**src/hdl/dtd_pkg.sv**
```systemverilog
// Shared constants, types and register map of the dual timer divider
package dtd_pkg;

    // Counter and bus widths
    localparam int DTD_CNT_W = 8;
    localparam int DTD_DATA_W = 32;
    localparam int DTD_NUM_CH = 2;
    localparam int DTD_SYNC_W = 3;

    // Register byte offsets
    localparam logic [7:0] DTD_OFF_CTRL0 = 8'h00;
    localparam logic [7:0] DTD_OFF_CMP0 = 8'h04;
    localparam logic [7:0] DTD_OFF_CTRL1 = 8'h08;
    localparam logic [7:0] DTD_OFF_CMP1 = 8'h0c;
    localparam logic [7:0] DTD_OFF_STATUS = 8'h10;
    localparam logic [7:0] DTD_OFF_MASK = 8'h14;
    localparam logic [7:0] DTD_OFF_COUNT = 8'h18;
    localparam logic [7:0] DTD_OFF_SYSCFG = 8'h1c;

    // System configuration field positions
    localparam int DTD_SYS_SLOW_BIT = 0;
    localparam int DTD_SYS_SRC_BIT = 1;

    // Reset values
    localparam logic [7:0] DTD_CTRL_RST = 8'h00;
    localparam logic [7:0] DTD_CMP_RST = 8'hff;
    localparam logic [7:0] DTD_CNT_ZERO = 8'h00;
    localparam logic [7:0] DTD_CNT_ONE = 8'h01;

    // Prescaler taps, as low-order bits that must all be one
    localparam int DTD_TAP_FC8 = 3;
    localparam int DTD_TAP_FC32 = 5;
    localparam int DTD_TAP_FC128 = 7;
    localparam int DTD_TAP_FC2048 = 11;
    localparam logic [2:0] DTD_FS8_LAST = 3'h7;

    // Operating modes of the three-bit mode field
    typedef enum logic [2:0] {
        DTD_MODE_TIMER = 3'h0,
        DTD_MODE_PDO = 3'h1,
        DTD_MODE_PWM = 3'h2,
        DTD_MODE_RSVD = 3'h3,
        DTD_MODE_T16 = 3'h4,
        DTD_MODE_WARM = 3'h5,
        DTD_MODE_PWM16 = 3'h6,
        DTD_MODE_PPG16 = 3'h7
    } dtd_mode_e;

    // Clock select codes
    typedef enum logic [2:0] {
        DTD_CLK_SLOWEST = 3'h0,
        DTD_CLK_FC128 = 3'h1,
        DTD_CLK_FC32 = 3'h2,
        DTD_CLK_FC8 = 3'h3,
        DTD_CLK_FS = 3'h4,
        DTD_CLK_FC2 = 3'h5,
        DTD_CLK_FC = 3'h6,
        DTD_CLK_NONE = 3'h7
    } dtd_clk_e;

    // Channel control register layout; tff is the output flip-flop itself
    typedef struct packed {
        logic tff;
        dtd_clk_e clk_sel;
        logic run;
        dtd_mode_e mode;
    } dtd_ctrl_s;

    // Internal clock ticks, one-cycle enables
    typedef struct packed {
        logic fc;
        logic fc2;
        logic fc8;
        logic fc32;
        logic fc128;
        logic fc2048;
        logic fs;
        logic fs8;
    } dtd_ticks_s;

    // Synchroniser stages
    typedef struct packed {
        logic [DTD_SYNC_W-1:0] s1;
        logic [DTD_SYNC_W-1:0] s2;
        logic [DTD_SYNC_W-1:0] s3;
    } dtd_sync_s;

    // Prescaler state
    typedef struct packed {
        logic [DTD_TAP_FC2048-1:0] div;
        logic [2:0] fs_div;
    } dtd_pre_s;

endpackage

```
**src/hdl/dtd_timer.sv**
```systemverilog
// Dual 8-bit timer, event counter and divider with APB registers
//
// How it works
// - Timer mode counts ticks, matches raise irq, clear
// - Compare writes take effect at once
// - Event mode counts falling pin edges, match clears
// - Divider mode toggles flip-flop on each match
// - Divider pin is inverse of flip-flop
// - Flip-flop loadable by control bit, reset clears
// - Stopped divider keeps its output level
// - Slow operation allows only slowest divided clock
// - Clearing start stops and clears counter
// - Mode 000 timer or event, 001 divider
//
// Design decisions made here: the placing of the registers and the APB interface to the registers.
`timescale 1ns/1ps
module dtd_timer
    import dtd_pkg::*;
#(
    parameter int ADDR_W = 12
) (
    // Clock, reset and freeze
    input wire logic pclk,
    input wire logic presetn,
    input wire logic ce,
    // APB slave
    input wire logic psel,
    input wire logic penable,
    input wire logic pwrite,
    input wire logic [ADDR_W-1:0] paddr,
    input wire logic [DTD_DATA_W-1:0] pwdata,
    output logic [DTD_DATA_W-1:0] prdata,
    output logic pready,
    output logic pslverr,
    // Pins
    input wire logic [DTD_NUM_CH-1:0] event_in_pin,
    input wire logic low_freq_clock,
    output logic [DTD_NUM_CH-1:0] divider_out_pin,
    // Interrupt
    output logic irq
);

    // Refuse an address bus too narrow for the map
    if (ADDR_W < 8) begin : g_addr_check
        $error("dtd_timer: ADDR_W must be at least 8");
    end

    // Whole block state
    typedef struct packed {
        dtd_ctrl_s [DTD_NUM_CH-1:0] ctrl;
        logic [DTD_NUM_CH-1:0][DTD_CNT_W-1:0] cmp;
        logic [DTD_NUM_CH-1:0][DTD_CNT_W-1:0] cnt;
        logic [DTD_NUM_CH-1:0] status;
        logic [DTD_NUM_CH-1:0] mask;
        logic slow;
        logic src_sel;
        logic [DTD_DATA_W-1:0] rdata;
        logic err;
    } dtd_state_s;

    dtd_state_s st_reg; // Registered state
    dtd_state_s st_next; // Next state
    dtd_ticks_s ticks; // Internal clock ticks
    logic [DTD_SYNC_W-1:0] pin_fall; // Synchronised falling edges
    logic [DTD_SYNC_W-1:0] pin_rise; // Synchronised rising edges
    logic [DTD_NUM_CH-1:0] tick_c; // Counting step per channel
    logic [DTD_NUM_CH-1:0] hit_c; // Compare match per channel
    logic setup_c; // APB setup phase
    logic wr_c; // APB write completes
    logic [7:0] off_c; // Low address byte

    // Increment an 8-bit count without widening
    function automatic logic [DTD_CNT_W-1:0] inc_cnt(input logic [DTD_CNT_W-1:0] v);
        inc_cnt = v + DTD_CNT_ONE;
    endfunction

    // Map a byte offset to whether it is implemented
    function automatic logic is_mapped(input logic [7:0] off);
        case (off)
            DTD_OFF_CTRL0, DTD_OFF_CMP0, DTD_OFF_CTRL1, DTD_OFF_CMP1,
            DTD_OFF_STATUS, DTD_OFF_MASK, DTD_OFF_COUNT, DTD_OFF_SYSCFG: begin
                is_mapped = 1'b1;
            end
            default: begin
                is_mapped = 1'b0;
            end
        endcase
    endfunction

    // Internal clock tick for timer and divider modes
    function automatic logic sel_tick(input dtd_clk_e sel, input dtd_ticks_s t,
                                      input logic slow, input logic src);
        sel_tick = 1'b0;
        if (slow) begin
            // Only the slowest divided clock in slow operation
            sel_tick = (sel == DTD_CLK_SLOWEST) & t.fs8;
        end else begin
            case (sel)
                DTD_CLK_SLOWEST: begin
                    sel_tick = src ? t.fs8 : t.fc2048;
                end
                DTD_CLK_FC128: begin
                    sel_tick = t.fc128;
                end
                DTD_CLK_FC32: begin
                    sel_tick = t.fc32;
                end
                DTD_CLK_FC8: begin
                    sel_tick = t.fc8;
                end
                default: begin
                    sel_tick = 1'b0; // Not a source for these modes
                end
            endcase
        end
    endfunction

    // Event pins and low clock pass the synchroniser
    dtd_edge_sync u_sync (
        .pclk(pclk),
        .presetn(presetn),
        .ce(ce),
        .pin_in({low_freq_clock, event_in_pin}),
        .fall(pin_fall),
        .rise(pin_rise)
    );

    // Divided clock ticks
    dtd_prescaler u_pre (
        .pclk(pclk),
        .presetn(presetn),
        .ce(ce),
        .fs_tick(pin_rise[DTD_NUM_CH]),
        .ticks(ticks)
    );

    // Counting step and match per channel
    always_comb begin
        for (int i = 0; i < DTD_NUM_CH; i++) begin
            case (st_reg.ctrl[i].mode)
                DTD_MODE_TIMER: begin
                    // Timer uses internal clock, event uses its pin
                    if (st_reg.ctrl[i].clk_sel == DTD_CLK_NONE) begin
                        tick_c[i] = pin_fall[i];
                    end else begin
                        tick_c[i] = sel_tick(st_reg.ctrl[i].clk_sel, ticks,
                                             st_reg.slow, st_reg.src_sel);
                    end
                end
                DTD_MODE_PDO: begin
                    tick_c[i] = sel_tick(st_reg.ctrl[i].clk_sel, ticks,
                                         st_reg.slow, st_reg.src_sel);
                end
                default: begin
                    tick_c[i] = 1'b0; // Other modes not served here
                end
            endcase
            tick_c[i] = tick_c[i] & st_reg.ctrl[i].run & ce;
            hit_c[i] = tick_c[i] & (inc_cnt(st_reg.cnt[i]) == st_reg.cmp[i]);
        end
    end

    // APB phases
    assign setup_c = psel & ~penable & ce;
    assign wr_c = psel & penable & pwrite & ce;
    assign off_c = paddr[7:0];

    // Next-state logic
    always_comb begin
        st_next = st_reg;
        if (ce) begin
            // Channel counters
            for (int i = 0; i < DTD_NUM_CH; i++) begin
                if (!st_reg.ctrl[i].run) begin
                    st_next.cnt[i] = DTD_CNT_ZERO;
                end else if (hit_c[i]) begin
                    st_next.cnt[i] = DTD_CNT_ZERO;
                    if (st_reg.ctrl[i].mode == DTD_MODE_PDO) begin
                        st_next.ctrl[i].tff = ~st_reg.ctrl[i].tff;
                    end
                end else if (tick_c[i]) begin
                    st_next.cnt[i] = inc_cnt(st_reg.cnt[i]);
                end
            end
            // Register writes
            if (wr_c && paddr[ADDR_W-1:8] == '0) begin
                case (off_c)
                    DTD_OFF_CTRL0: begin
                        st_next.ctrl[0] = dtd_ctrl_s'(pwdata[7:0]);
                        if (!pwdata[3]) begin
                            st_next.cnt[0] = DTD_CNT_ZERO;
                        end
                    end
                    DTD_OFF_CTRL1: begin
                        st_next.ctrl[1] = dtd_ctrl_s'(pwdata[7:0]);
                        if (!pwdata[3]) begin
                            st_next.cnt[1] = DTD_CNT_ZERO;
                        end
                    end
                    DTD_OFF_CMP0: begin
                        st_next.cmp[0] = pwdata[DTD_CNT_W-1:0];
                    end
                    DTD_OFF_CMP1: begin
                        st_next.cmp[1] = pwdata[DTD_CNT_W-1:0];
                    end
                    DTD_OFF_STATUS: begin
                        // Write one to clear
                        st_next.status = st_reg.status & ~pwdata[DTD_NUM_CH-1:0];
                    end
                    DTD_OFF_MASK: begin
                        st_next.mask = pwdata[DTD_NUM_CH-1:0];
                    end
                    DTD_OFF_SYSCFG: begin
                        st_next.slow = pwdata[DTD_SYS_SLOW_BIT];
                        st_next.src_sel = pwdata[DTD_SYS_SRC_BIT];
                    end
                    default: begin
                        st_next.slow = st_reg.slow; // Read-only or unmapped
                    end
                endcase
            end
            // Match sets the sticky bit, winning over a clear
            st_next.status = st_next.status | hit_c;
            // Read data and error captured in the setup phase
            if (setup_c) begin
                st_next.rdata = '0;
                st_next.err = ~is_mapped(off_c) | (paddr[ADDR_W-1:8] != '0);
                case (off_c)
                    DTD_OFF_CTRL0: begin
                        st_next.rdata[7:0] = st_reg.ctrl[0];
                    end
                    DTD_OFF_CTRL1: begin
                        st_next.rdata[7:0] = st_reg.ctrl[1];
                    end
                    DTD_OFF_CMP0: begin
                        st_next.rdata[DTD_CNT_W-1:0] = st_reg.cmp[0];
                    end
                    DTD_OFF_CMP1: begin
                        st_next.rdata[DTD_CNT_W-1:0] = st_reg.cmp[1];
                    end
                    DTD_OFF_STATUS: begin
                        st_next.rdata[DTD_NUM_CH-1:0] = st_reg.status;
                    end
                    DTD_OFF_MASK: begin
                        st_next.rdata[DTD_NUM_CH-1:0] = st_reg.mask;
                    end
                    DTD_OFF_COUNT: begin
                        st_next.rdata[2*DTD_CNT_W-1:0] = st_reg.cnt;
                    end
                    DTD_OFF_SYSCFG: begin
                        st_next.rdata[DTD_SYS_SLOW_BIT] = st_reg.slow;
                        st_next.rdata[DTD_SYS_SRC_BIT] = st_reg.src_sel;
                    end
                    default: begin
                        st_next.rdata = '0; // Unmapped reads as zero
                    end
                endcase
            end
        end
    end

    // State register
    always_ff @(posedge pclk or negedge presetn) begin
        if (!presetn) begin
            st_reg.ctrl <= {DTD_NUM_CH{dtd_ctrl_s'(DTD_CTRL_RST)}};
            st_reg.cmp <= {DTD_NUM_CH{DTD_CMP_RST}};
            st_reg.cnt <= {DTD_NUM_CH{DTD_CNT_ZERO}};
            st_reg.status <= '0;
            st_reg.mask <= '0;
            st_reg.slow <= 1'b0;
            st_reg.src_sel <= 1'b0;
            st_reg.rdata <= '0;
            st_reg.err <= 1'b0;
        end else begin
            st_reg <= st_next;
        end
    end

    // Outputs
    always_comb begin
        for (int i = 0; i < DTD_NUM_CH; i++) begin
            divider_out_pin[i] = ~st_reg.ctrl[i].tff;
        end
    end
    assign irq = |(st_reg.status & st_reg.mask);
    assign prdata = st_reg.rdata;
    assign pready = ce;
    assign pslverr = psel & penable & st_reg.err;

    // Control write to a channel
    function automatic logic ctrl_wr(input int ch);
        ctrl_wr = wr_c && paddr[ADDR_W-1:8] == '0
                  && off_c == (ch == 0 ? DTD_OFF_CTRL0 : DTD_OFF_CTRL1);
    endfunction

    for (genvar g = 0; g < DTD_NUM_CH; g++) begin : g_chk

    end
endmodule // dtd_timer

```
**src/hdl/dtd_edge_sync.sv**
```systemverilog
// Two-flop synchroniser with edge detection for pin inputs
`timescale 1ns/1ps
module dtd_edge_sync
    import dtd_pkg::*;
(
    // Clock and reset
    input wire logic pclk,
    input wire logic presetn,
    input wire logic ce,
    // Asynchronous pins
    input wire logic [DTD_SYNC_W-1:0] pin_in,
    // Edge pulses
    output logic [DTD_SYNC_W-1:0] fall,
    output logic [DTD_SYNC_W-1:0] rise
);

    dtd_sync_s sync_reg; // All stages
    dtd_sync_s sync_next; // Next stages

    // Shift pins through the stages
    always_comb begin
        sync_next = sync_reg;
        if (ce) begin
            sync_next.s1 = pin_in;
            sync_next.s2 = sync_reg.s1;
            sync_next.s3 = sync_reg.s2;
        end
    end

    // Register stages
    always_ff @(posedge pclk or negedge presetn) begin
        if (!presetn) begin
            sync_reg <= '0;
        end else begin
            sync_reg <= sync_next;
        end
    end

    // Edges from two successive synchronised samples
    assign fall = ~sync_reg.s2 & sync_reg.s3 & {DTD_SYNC_W{ce}};
    assign rise = sync_reg.s2 & ~sync_reg.s3 & {DTD_SYNC_W{ce}};

endmodule // dtd_edge_sync

```
**src/hdl/dtd_prescaler.sv**
```systemverilog
// Free-running divider producing internal clock ticks
`timescale 1ns/1ps
module dtd_prescaler
    import dtd_pkg::*;
(
    // Clock and reset
    input wire logic pclk,
    input wire logic presetn,
    input wire logic ce,
    // Low clock rising edge
    input wire logic fs_tick,
    // Tick enables
    output dtd_ticks_s ticks
);

    dtd_pre_s pre_reg; // Divider state
    dtd_pre_s pre_next; // Next divider state

    // Count high clock cycles and low clock edges
    always_comb begin
        pre_next = pre_reg;
        if (ce) begin
            pre_next.div = pre_reg.div + 1'b1;
            if (fs_tick) begin
                pre_next.fs_div = pre_reg.fs_div + 1'b1;
            end
        end
    end

    // Register divider
    always_ff @(posedge pclk or negedge presetn) begin
        if (!presetn) begin
            pre_reg <= '0;
        end else begin
            pre_reg <= pre_next;
        end
    end

    // Tick decode, a tick when the low bits roll over
    always_comb begin
        ticks.fc = ce;
        ticks.fc2 = ce & pre_reg.div[0];
        ticks.fc8 = ce & (&pre_reg.div[DTD_TAP_FC8-1:0]);
        ticks.fc32 = ce & (&pre_reg.div[DTD_TAP_FC32-1:0]);
        ticks.fc128 = ce & (&pre_reg.div[DTD_TAP_FC128-1:0]);
        ticks.fc2048 = ce & (&pre_reg.div[DTD_TAP_FC2048-1:0]);
        ticks.fs = fs_tick;
        ticks.fs8 = fs_tick & (pre_reg.fs_div == DTD_FS8_LAST);
    end

endmodule // dtd_prescaler

```
**config.mk**
```make
export PLATFORM = sky130hd
export DESIGN_NAME = dtd_timer
export DESIGN_NICKNAME = d
export VERILOG_FILES = /design/src/hdl/dtd_pkg.sv /design/src/hdl/dtd_timer.sv /design/src/hdl/dtd_edge_sync.sv /design/src/hdl/dtd_prescaler.sv
export SDC_FILE = /design/constraint.sdc
export NUM_CORES = 1
export LEC_CHECK = 0
export ABC_AREA = 1
export BUFFER_PORTS_ARGS = -buffer_cell sky130_fd_sc_hd__buf_2
export CAP_MARGIN = 20
export CORE_MARGIN = 2
export CORE_UTILIZATION = 62
export DETAILED_ROUTE_END_ITERATION = 8
export PLACE_DENSITY = 0.87
export RECOVER_POWER = 50
export REMOVE_ABC_BUFFERS = 1
export SETUP_SLACK_MARGIN = 0.1
export SKIP_CTS_REPAIR_TIMING = 1
export SLEW_MARGIN = 20
export SYNTH_ARGS = -nofsm -noshare
export SYNTH_HDL_FRONTEND = slang
export SYNTH_SLANG_ARGS = --single-unit
```
**constraint.sdc**
```tcl
create_clock -name pclk -period 6.05 [get_ports pclk]
set_input_delay 1.5125 -clock pclk [delete_from_list [all_inputs] [get_ports pclk]]
set_output_delay 1.5125 -clock pclk [all_outputs]
set_load 0.03 [all_outputs]
```
==> results of run 1 <==
## logic make-up after synthesis
logic type,Yosys count,share of synthesized area
AOI/OAI and AO/OA,123,0.127
xor gates and xnor gates,18,0.0281
adders and majority gates,7,0.0156
buffers and inverters,154,0.130
DFF,94,0.423
other,1,0.000669
and+or+nand+nor,362,0.275
## where the power goes
part / switching, W / internal [W]
Clock: 0.000247 / 0.000180
Sequential: 0.0000338 / 0.000667
Combinational: 0.0000964 / 0.0000473
Total: 0.000377 / 0.000895
## Yosys cell counts, types with 2 or more instances
library cell and count:
a21oi_1 12, inv_2 9, buf_4 36, o31ai_1 8, nand2_1 235, xor2_1 12, xnor2_1 6, ha_1 7
clkbuf_1 11, dfrtp_1 78, buf_6 2, nor2_2 5, nor3_1 3, nand3_1 48, o21ai_0 50, a221oi_1 3
o22ai_1 27, o21ai_1 15, dfstp_2 16, inv_1 94, a211oi_1 3, nand3b_1 3, nand4_1 4, nor3_2 4
nand2_2 4, nor2_1 48
## worst max-delay path, cell delays in order
cell and delay, ns:
clkbuf_1 0.95, inv_2 0.62, nor2_1 0.32, nand3_1 0.09, nand2_1 0.08, inv_1 0.04, nand2_1 0.07, nand2_2 0.07
a21oi_4 0.32, nand3_1 0.26, nand2_2 0.26, o21ai_1 0.11
## worst max path at each step
stage / depth (start not counted) / slack (ns) / end / startpoint
floorplan: 2 / 2.55 / pslverr / penable
global placement: 12 / 2.01 / st_reg[47]$_DFFE_PN0P_ / ce
detailed placement: 12 / 1.91 / st_reg[49]$_DFFE_PN0P_ / ce
CTS: 2 / 2.25 / pready / ce
global route: 12 / 1.26 / st_reg[49]$_DFFE_PN0P_ / ce
finish: 12 / 1.57 / st_reg[49]$_DFFE_PN0P_ / ce
## per-stage QoR
stage               instances   util
detailed placement        881  0.652
finish                    897  0.672
floorplan                 723      -
global route              897  0.672
global placement          881  0.652
CTS                       897  0.674
## cell type report
class	instances	area (um2)
clock buffers	10	149
fillers	761	2880
repair buffers	50	245
clock inverters	6	50.0
well taps	108	135
flip-flops and latches	94	2370
multi-input cells	526	2550
inverters	103	387
## layer usage
metal,routed length (um),up-vias
li1,-,2440
met1,5660,2396
met2,6710,260
met3,1180,43
met4,412,0
met5,0,-
==> reports/metrics.csv, run 1 <==
metric,value,unit
vias,5139,
Initial Utilization,0.640,
CTS H-Tree Depth,3,
synth unique cells,42,
r2r setup slk,3.47,ns
Die ar.,9820,um2
status,finished with violations,
clk_skew,0.0142,ns
GR Layer Usage met2,0.494,
number of global-route vias before repair,4847,
Die H,99.1,um
Pins Over Slew Limit,37,
# setup viols final,0,
CP required,6.31,ns
ranking of synthesized cells by area,"dfrtp_1, nand2_1, dfstp_2",
fin crit share,0.740,
share of async-settable or async-resettable flops after synthesis,1.00,
core area,8760,um2
worst hold margin,0.483,ns
Synth warnings,0,
grt ovf,0,
"commonest non-fill, non-tap cell in the layout",nand2_1,
Hold WC Path Type,flop to flop,
Avg Inst Size Synth,7.39,um2
M3 GR Usage,0.0365,
crit path DAT,4.74,ns
DRC viols,0,
Die Wd,99.1,um
failing checks,"capacitance limit, slew limit",
final instance area,5890,um2
Cell Rows,34,
Max-Cap Viols,1,
Crit. End Element,flop,
Mapped Cells,759,
initial DRC count,571,
First-pass DRT Iterations,6,
setup TNS,0,ns
CP max FO,32,
"flops & latches, synth",94,
busiest grt layer,met2,
RePlAce Congestion,0.943,
Fin. Hold Viols,0,
worst skew pair latency,0.38,ns
total power,0.00127,W
Leak,2.90,nW
All-Layer GR Usage,0.296,
Slew @ Worst Pin,1.98,ns
Critical Path Source Type,input port,
global-route wire length before repair,23100,um
Yosys top cell area share,0.348,
DRT antenna net count,0,
CTS tree,yes,
Port Buffers,49,
post-DP HPWL,10300,um
Clock Sink Count,94,
Pwr Density,216,nW/um2
Root Driver,clkbuf_8,
PnR worst setup slack,1.57,ns
Worst R2R Start,u_pre.pre_reg[3]$_DFFE_PN0P_,
area delta synth->final,4.98,%
pin count of the biggest net entering global routing,60,
Worst Reg-to-Reg Cells,17,
number of flip-flops under the largest register name,55,
Slew HR,-0.322,
final critical-path required period,4.48,ns
antenna violations before repair,0,
Placed Area,5710,um2
unrepaired setup endpoints after global routing,no,
antenna diode count,0,
Post-synth EDFFs,0,
vias per cell,5.73,
RR Endpoint,st_reg[46]$_DFFE_PN0P_,
min-delay src,u_pre.pre_reg[13]$_DFFE_PN0P_,
met1 GRT Util,0.394,
dpl ws,1.91,ns
critical path class,input port to flop,
Hold Path Stages,1,
share of cells above drive strength 1,0.136,
Mapped Area,5610,um2
drt total wl,14000,um
WHS Endpoint,u_pre.pre_reg[13]$_DFFE_PN0P_,
top_reg_cell synth,dfrtp_1,
Max Root-Sink Buffers,2,
"commonest cells after routing, fill and taps aside","nand2_1, inv_1, dfrtp_1",
fmax,223,MHz
number of buffers created by CTS,9,
final net count,844,
DR WL/cell,15.6,um
IO Pins,90,
maximum VDD drop,0.174,mV
cell accounting for the most synthesized area,dfrtp_1,
"Clk pin slew, worst setup/hold paths",0.10,ns
register area share after synthesis,0.423,
Power figures use the tool's default switching activity.
==> inputs of run 2 (changes only) <==
Settings changed: CORE_UTILIZATION 62 to 57, PLACE_DENSITY 0.87 to 0.81.
Clock period 6.05 ns to 4.6 ns, I/O delays scaled along.
==> run 2 against run 1 <==
  * The run still ends with capacitance limit, slew limit left
  * Setup slack worse by 0.26 ns
  * Register-to-register slack got worse by 1.3 ns
  * Total power is 29% higher
  * First-iteration DRC count decreased by 28%
  * Global-route usage shrank 2.1 points
  * Cell count grew 2.9%
  * Critical path depth decreased by 5
  * Sequential power rose by 31%
  * Clock skew shrank 0.0052 ns
  * Worst hold slack worse by 0.0057 ns
  * Die area grew 8.4%
  * Sequential cell count unchanged
  * Critical path type unchanged
  * Largest cell class unchanged
==> reports/metrics.csv, run 2 (synthesis gave the netlist of run 1 again) <==
metric,value,unit
Crit. End Element,flop,
Worst Reg-to-Reg Cells,17,
Clock Sink Count,94,
critical path startpoint,ce,
Critical Path Source Type,input port,
Initial Utilization,0.582,
First-pass DRT Iterations,5,
final net count,846,
area delta synth->final,5.42,%
DR WL/cell,14.9,um
CTS H-Tree Depth,3,
clk_skew,0.00909,ns
Die H,103,um
global-route wire length before repair,22200,um
vias per cell,5.40,
number of buffers created by CTS,9,
Fill cells,906,
share of cells above drive strength 1,0.134,
setup TNS,0,ns
core area,9640,um2
CP max FO,29,
Pwr Density,278,nW/um2
Slew @ Worst Pin,1.81,ns
maximum VDD drop,0.199,mV
Hold WC Path Type,flop to flop,
"Clk pin slew, worst setup/hold paths",0.08,ns
fin crit share,0.715,
Cell Rows,36,
initial DRC count,412,
crit path DAT,3.59,ns
DRT antenna net count,0,
Fin. Hold Viols,0,
Die Wd,103,um
RePlAce Congestion,0.951,
worst skew pair latency,0.37,ns
drt total wl,13800,um
Pins Over Slew Limit,73,
grt ovf,0,
Root Driver,clkbuf_8,
"commonest cells after routing, fill and taps aside","nand2_1, inv_1, dfrtp_1",
unrepaired setup endpoints after global routing,no,
# setup viols final,0,
final critical-path required period,3.29,ns
number of global-route vias before repair,4635,
Final Util,0.613,
Max Root-Sink Buffers,2,
CTS tree,yes,
antenna diode count,0,
Port Buffers,49,
critical path class,input port to flop,
Slew HR,-0.205,
All-Layer GR Usage,0.275,
"commonest non-fill, non-tap cell in the layout",nand2_1,
Max-Cap Viols,1,
RR Endpoint,st_reg[40]$_DFFE_PN0P_,
failing checks,"capacitance limit, slew limit",
Worst R2R Start,u_pre.pre_reg[3]$_DFFE_PN0P_,
DRC viols,0,
pin count of the biggest net entering global routing,73,
post-DP HPWL,10400,um
Die ar.,10600,um2
vias,4987,
worst setup path endpoint,prdata[5]$_DFFE_PN0P_,
antenna violations before repair,0,
CP required,4.90,ns
IO Pins,90,
fmax,304,MHz
number of flip-flops under the largest register name,55,
Leak,2.91,nW
r2r setup slk,2.14,ns
status,finished with violations,
-- run 2: power breakdown --
part,internal (W),switching [W],leakage [nW]
Clock,0.000248,0.000284,0.0931
Combinational,0.0000640,0.000129,1.67
Sequential,0.000877,0.0000424,1.15
-- run 2: critical path, cell delays in order --
cell and delay [ns]:
buf_2 0.10, inv_1 0.57, clkbuf_1 0.58, nor3_2 0.16
inv_1 0.70, a21oi_1 0.13, a21oi_1 0.18
-- run 2: worst min path at each step --
stage	cells past startpoint	to	slack, ns	from
after floorplan	2	u_sync.sync_reg[6]$_DFFE_PN0P_	0.44	u_sync.sync_reg[6]$_DFFE_PN0P_
after global placement	2	u_sync.sync_reg[6]$_DFFE_PN0P_	0.46	u_sync.sync_reg[6]$_DFFE_PN0P_
after detailed placement	2	prdata[1]$_DFFE_PN0P_	0.46	prdata[1]$_DFFE_PN0P_
after CTS	2	prdata[1]$_DFFE_PN0P_	0.48	prdata[1]$_DFFE_PN0P_
after global routing	2	u_sync.sync_reg[3]$_DFFE_PN0P_	0.50	u_sync.sync_reg[6]$_DFFE_PN0P_
final	2	prdata[15]$_DFFE_PN0P_	0.48	prdata[15]$_DFFE_PN0P_
-- run 2: final cells by class --
cell class	count	area (um2)	area share
clock inverter	4	48.8	0.00825
multi-input combinational	526	2550	0.431
timing repair buffer	52	260	0.0440
inverter	103	387	0.0654
sequential	94	2370	0.401
clock buffer	11	131	0.0222
tap	133	166	0.0281
-- run 2: stage by stage --
stage               instance area (um2)  instances  total power, W  setup slack, ns  hold slack (ns)
floorplan                          5320        723         0.00105             1.83            0.442
global placement                   5760        908         0.00112             1.38            0.455
detailed placement                 5760        908         0.00113             1.28            0.460
CTS                                5940        923         0.00166             1.62            0.482
global route                       5910        923         0.00172            0.980            0.505
finish                             5910        923         0.00164             1.31            0.477
-- run 2: per-layer routing --
layer | GRT usage | up-vias | routed length [um]
met5 | 0 | - | 0
met3 | 0.0457 | 22 | 823
met4 | 0.0972 | 0 | 290
met1 | 0.365 | 2368 | 5960
met2 | 0.460 | 167 | 6690
li1 | - | 2430 | -
==> inputs of run 3 (changes only) <==
Settings changed: CORE_UTILIZATION 57 to 52, PLACE_DENSITY 0.81 to 0.78.
Clock period 4.6 ns to 2.7 ns, I/O delays scaled along.
==> run 3 against run 2 <==
  * The flow now finishes without violations
  * First-iteration DRC count decreased by 24%
  * Final area increased by 1.6%
  * Global-route usage decreased by 2.3 points
  * Clock skew decreased by 0.0020 ns
  * Register-to-register slack got worse by 1.7 ns
  * Worst hold slack improved by 0.0035 ns
  * Total power increased by 79%
  * Die area increased by 9.2%
  * Via count increased by 1.1%
  * Count of clock-buffer cells in the layout decreased by 1
  * Critical path depth increased by 3
  * Largest cell class unchanged
==> reports/metrics.csv, run 3 (synthesis gave the netlist of run 1 again) <==
metric,value,unit
status,"finished, final reports clean",
global-route wire length before repair,22800,um
cell mode on critical path,nand2_1,
number of buffers created by CTS,9,
setup TNS,0,ns
crit path DAT,2.67,ns
IO Pins,90,
Die H,108,um
fin crit share,0.875,
Max-Cap Viols,0,
final critical-path required period,2.36,ns
Hold WC Path Type,flop to flop,
Clock Sink Count,94,
DR WL/cell,14.8,um
maximum VDD drop,0.324,mV
initial DRC count,314,
Placed Area,5830,um2
Die Wd,108,um
grt ovf,0,
share of cells above drive strength 1,0.146,
Final Util,0.577,
Port Buffers,49,
CP max FO,12,
CP Cell Sequence,clkbuf_1 > clkbuf_1 > nand2_1 > a21oi_1 > inv_1 > a21oi_2 > nand3_1 > o21ai_0 > nand2_1 > nand2_1,
Crit. End Element,flop,
unrepaired setup endpoints after global routing,no,
Cell Rows,37,
CP required,3.01,ns
number of global-route vias before repair,4731,
DRT antenna net count,0,
All-Layer GR Usage,0.252,
CTS H-Tree Depth,3,
"Clk pin slew, worst setup/hold paths",0.09,ns
final net count,854,
RePlAce Congestion,0.964,
First-pass DRT Iterations,5,
Leak,2.96,nW
Slew HR,0.231,
Pwr Density,490,nW/um2
post-DP HPWL,10600,um
Initial Utilization,0.538,
CTS tree,yes,
total power,0.00294,W
number of flip-flops under the largest register name,55,
Pins Over Slew Limit,0,
clk_skew,0.00710,ns
drt total wl,13800,um
Root Driver,clkbuf_8,
vias per cell,5.39,
area delta synth->final,7.14,%
fmax,423,MHz
Max Root-Sink Buffers,2,
"commonest non-fill, non-tap cell in the layout",nand2_1,
pin count of the biggest net entering global routing,46,
vias,5042,
final std cells w/o fill,935,
# setup viols final,0,
Critical Path Slowest Stage Cell,clkbuf_1,
Max stage delay on crit path,0.52,ns
Critical Path Source Type,input port,
antenna violations before repair,0,
Slew @ Worst Pin,1.15,ns
core area,10400,um2
Fin. Hold Viols,0,
worst skew pair latency,0.37,ns
Die ar.,11600,um2
"commonest cells after routing, fill and taps aside","nand2_1, inv_1, dfrtp_1",
antenna diode count,0,
final instance area,6010,um2
Placed Cells,919,
critical path class,input port to flop,
DRC viols,0,
## run 3: final cells by class
cell class	instances	area [um2]
fill	981	4410
multi-input combinational	526	2550
sequential	94	2370
inverter	103	387
timing repair buffer	60	317
tap	136	170
clock buffer	10	128
clock inverter	6	86.3
## run 3: stage by stage
stage               setup WS (ns)  hold WS, ns
finish                      0.338        0.480
global route                0.145        0.509
CTS                         0.441        0.322
detailed placement          0.225        0.463
global placement            0.279        0.458
floorplan                   0.650        0.379
## run 3: layer usage
metal	part of all wire	global-route usage	up-vias
li1	-	-	2446
met1	0.43	0.333	2367
met2	0.48	0.419	201
met3	0.068	0.0454	28
met4	0.020	0.0806	0
met5	0	0	-
## run 3: critical path: cells and delay by family
kind,cells,cell delay [ns]
buffers and inverters,3,0.90
AND/OR/NAND/NOR,4,0.49
AO/OA/AOI/OAI,3,0.62
## run 3: report_power, final
| group | internal [W] | switching (W) |
|---|---|---|
| Combinational | 0.000112 | 0.000222 |
| Clock | 0.000523 | 0.000522 |
| Sequential | 0.00149 | 0.0000718 |
## run 3: worst paths after layout
check | from | endpoint | slack (ns) | depth (start not counted)
max reg2reg | u_pre.pre_reg[3]$_DFFE_PN0P_ | st_reg[42]$_DFFE_PN0P_ | 0.42 | 17
max | ce | st_reg[46]$_DFFE_PN0P_ | 0.34 | 10
max in group asynchronous | presetn | st_reg[51]$_DFFE_PN0P_ | 0.59 | 2
min | prdata[15]$_DFFE_PN0P_ | prdata[15]$_DFFE_PN0P_ | 0.48 | 2
min reg2reg | prdata[15]$_DFFE_PN0P_ | prdata[15]$_DFFE_PN0P_ | 0.48 | 2
min in group asynchronous | presetn | u_pre.pre_reg[10]$_DFFE_PN0P_ | 0.51 | 1
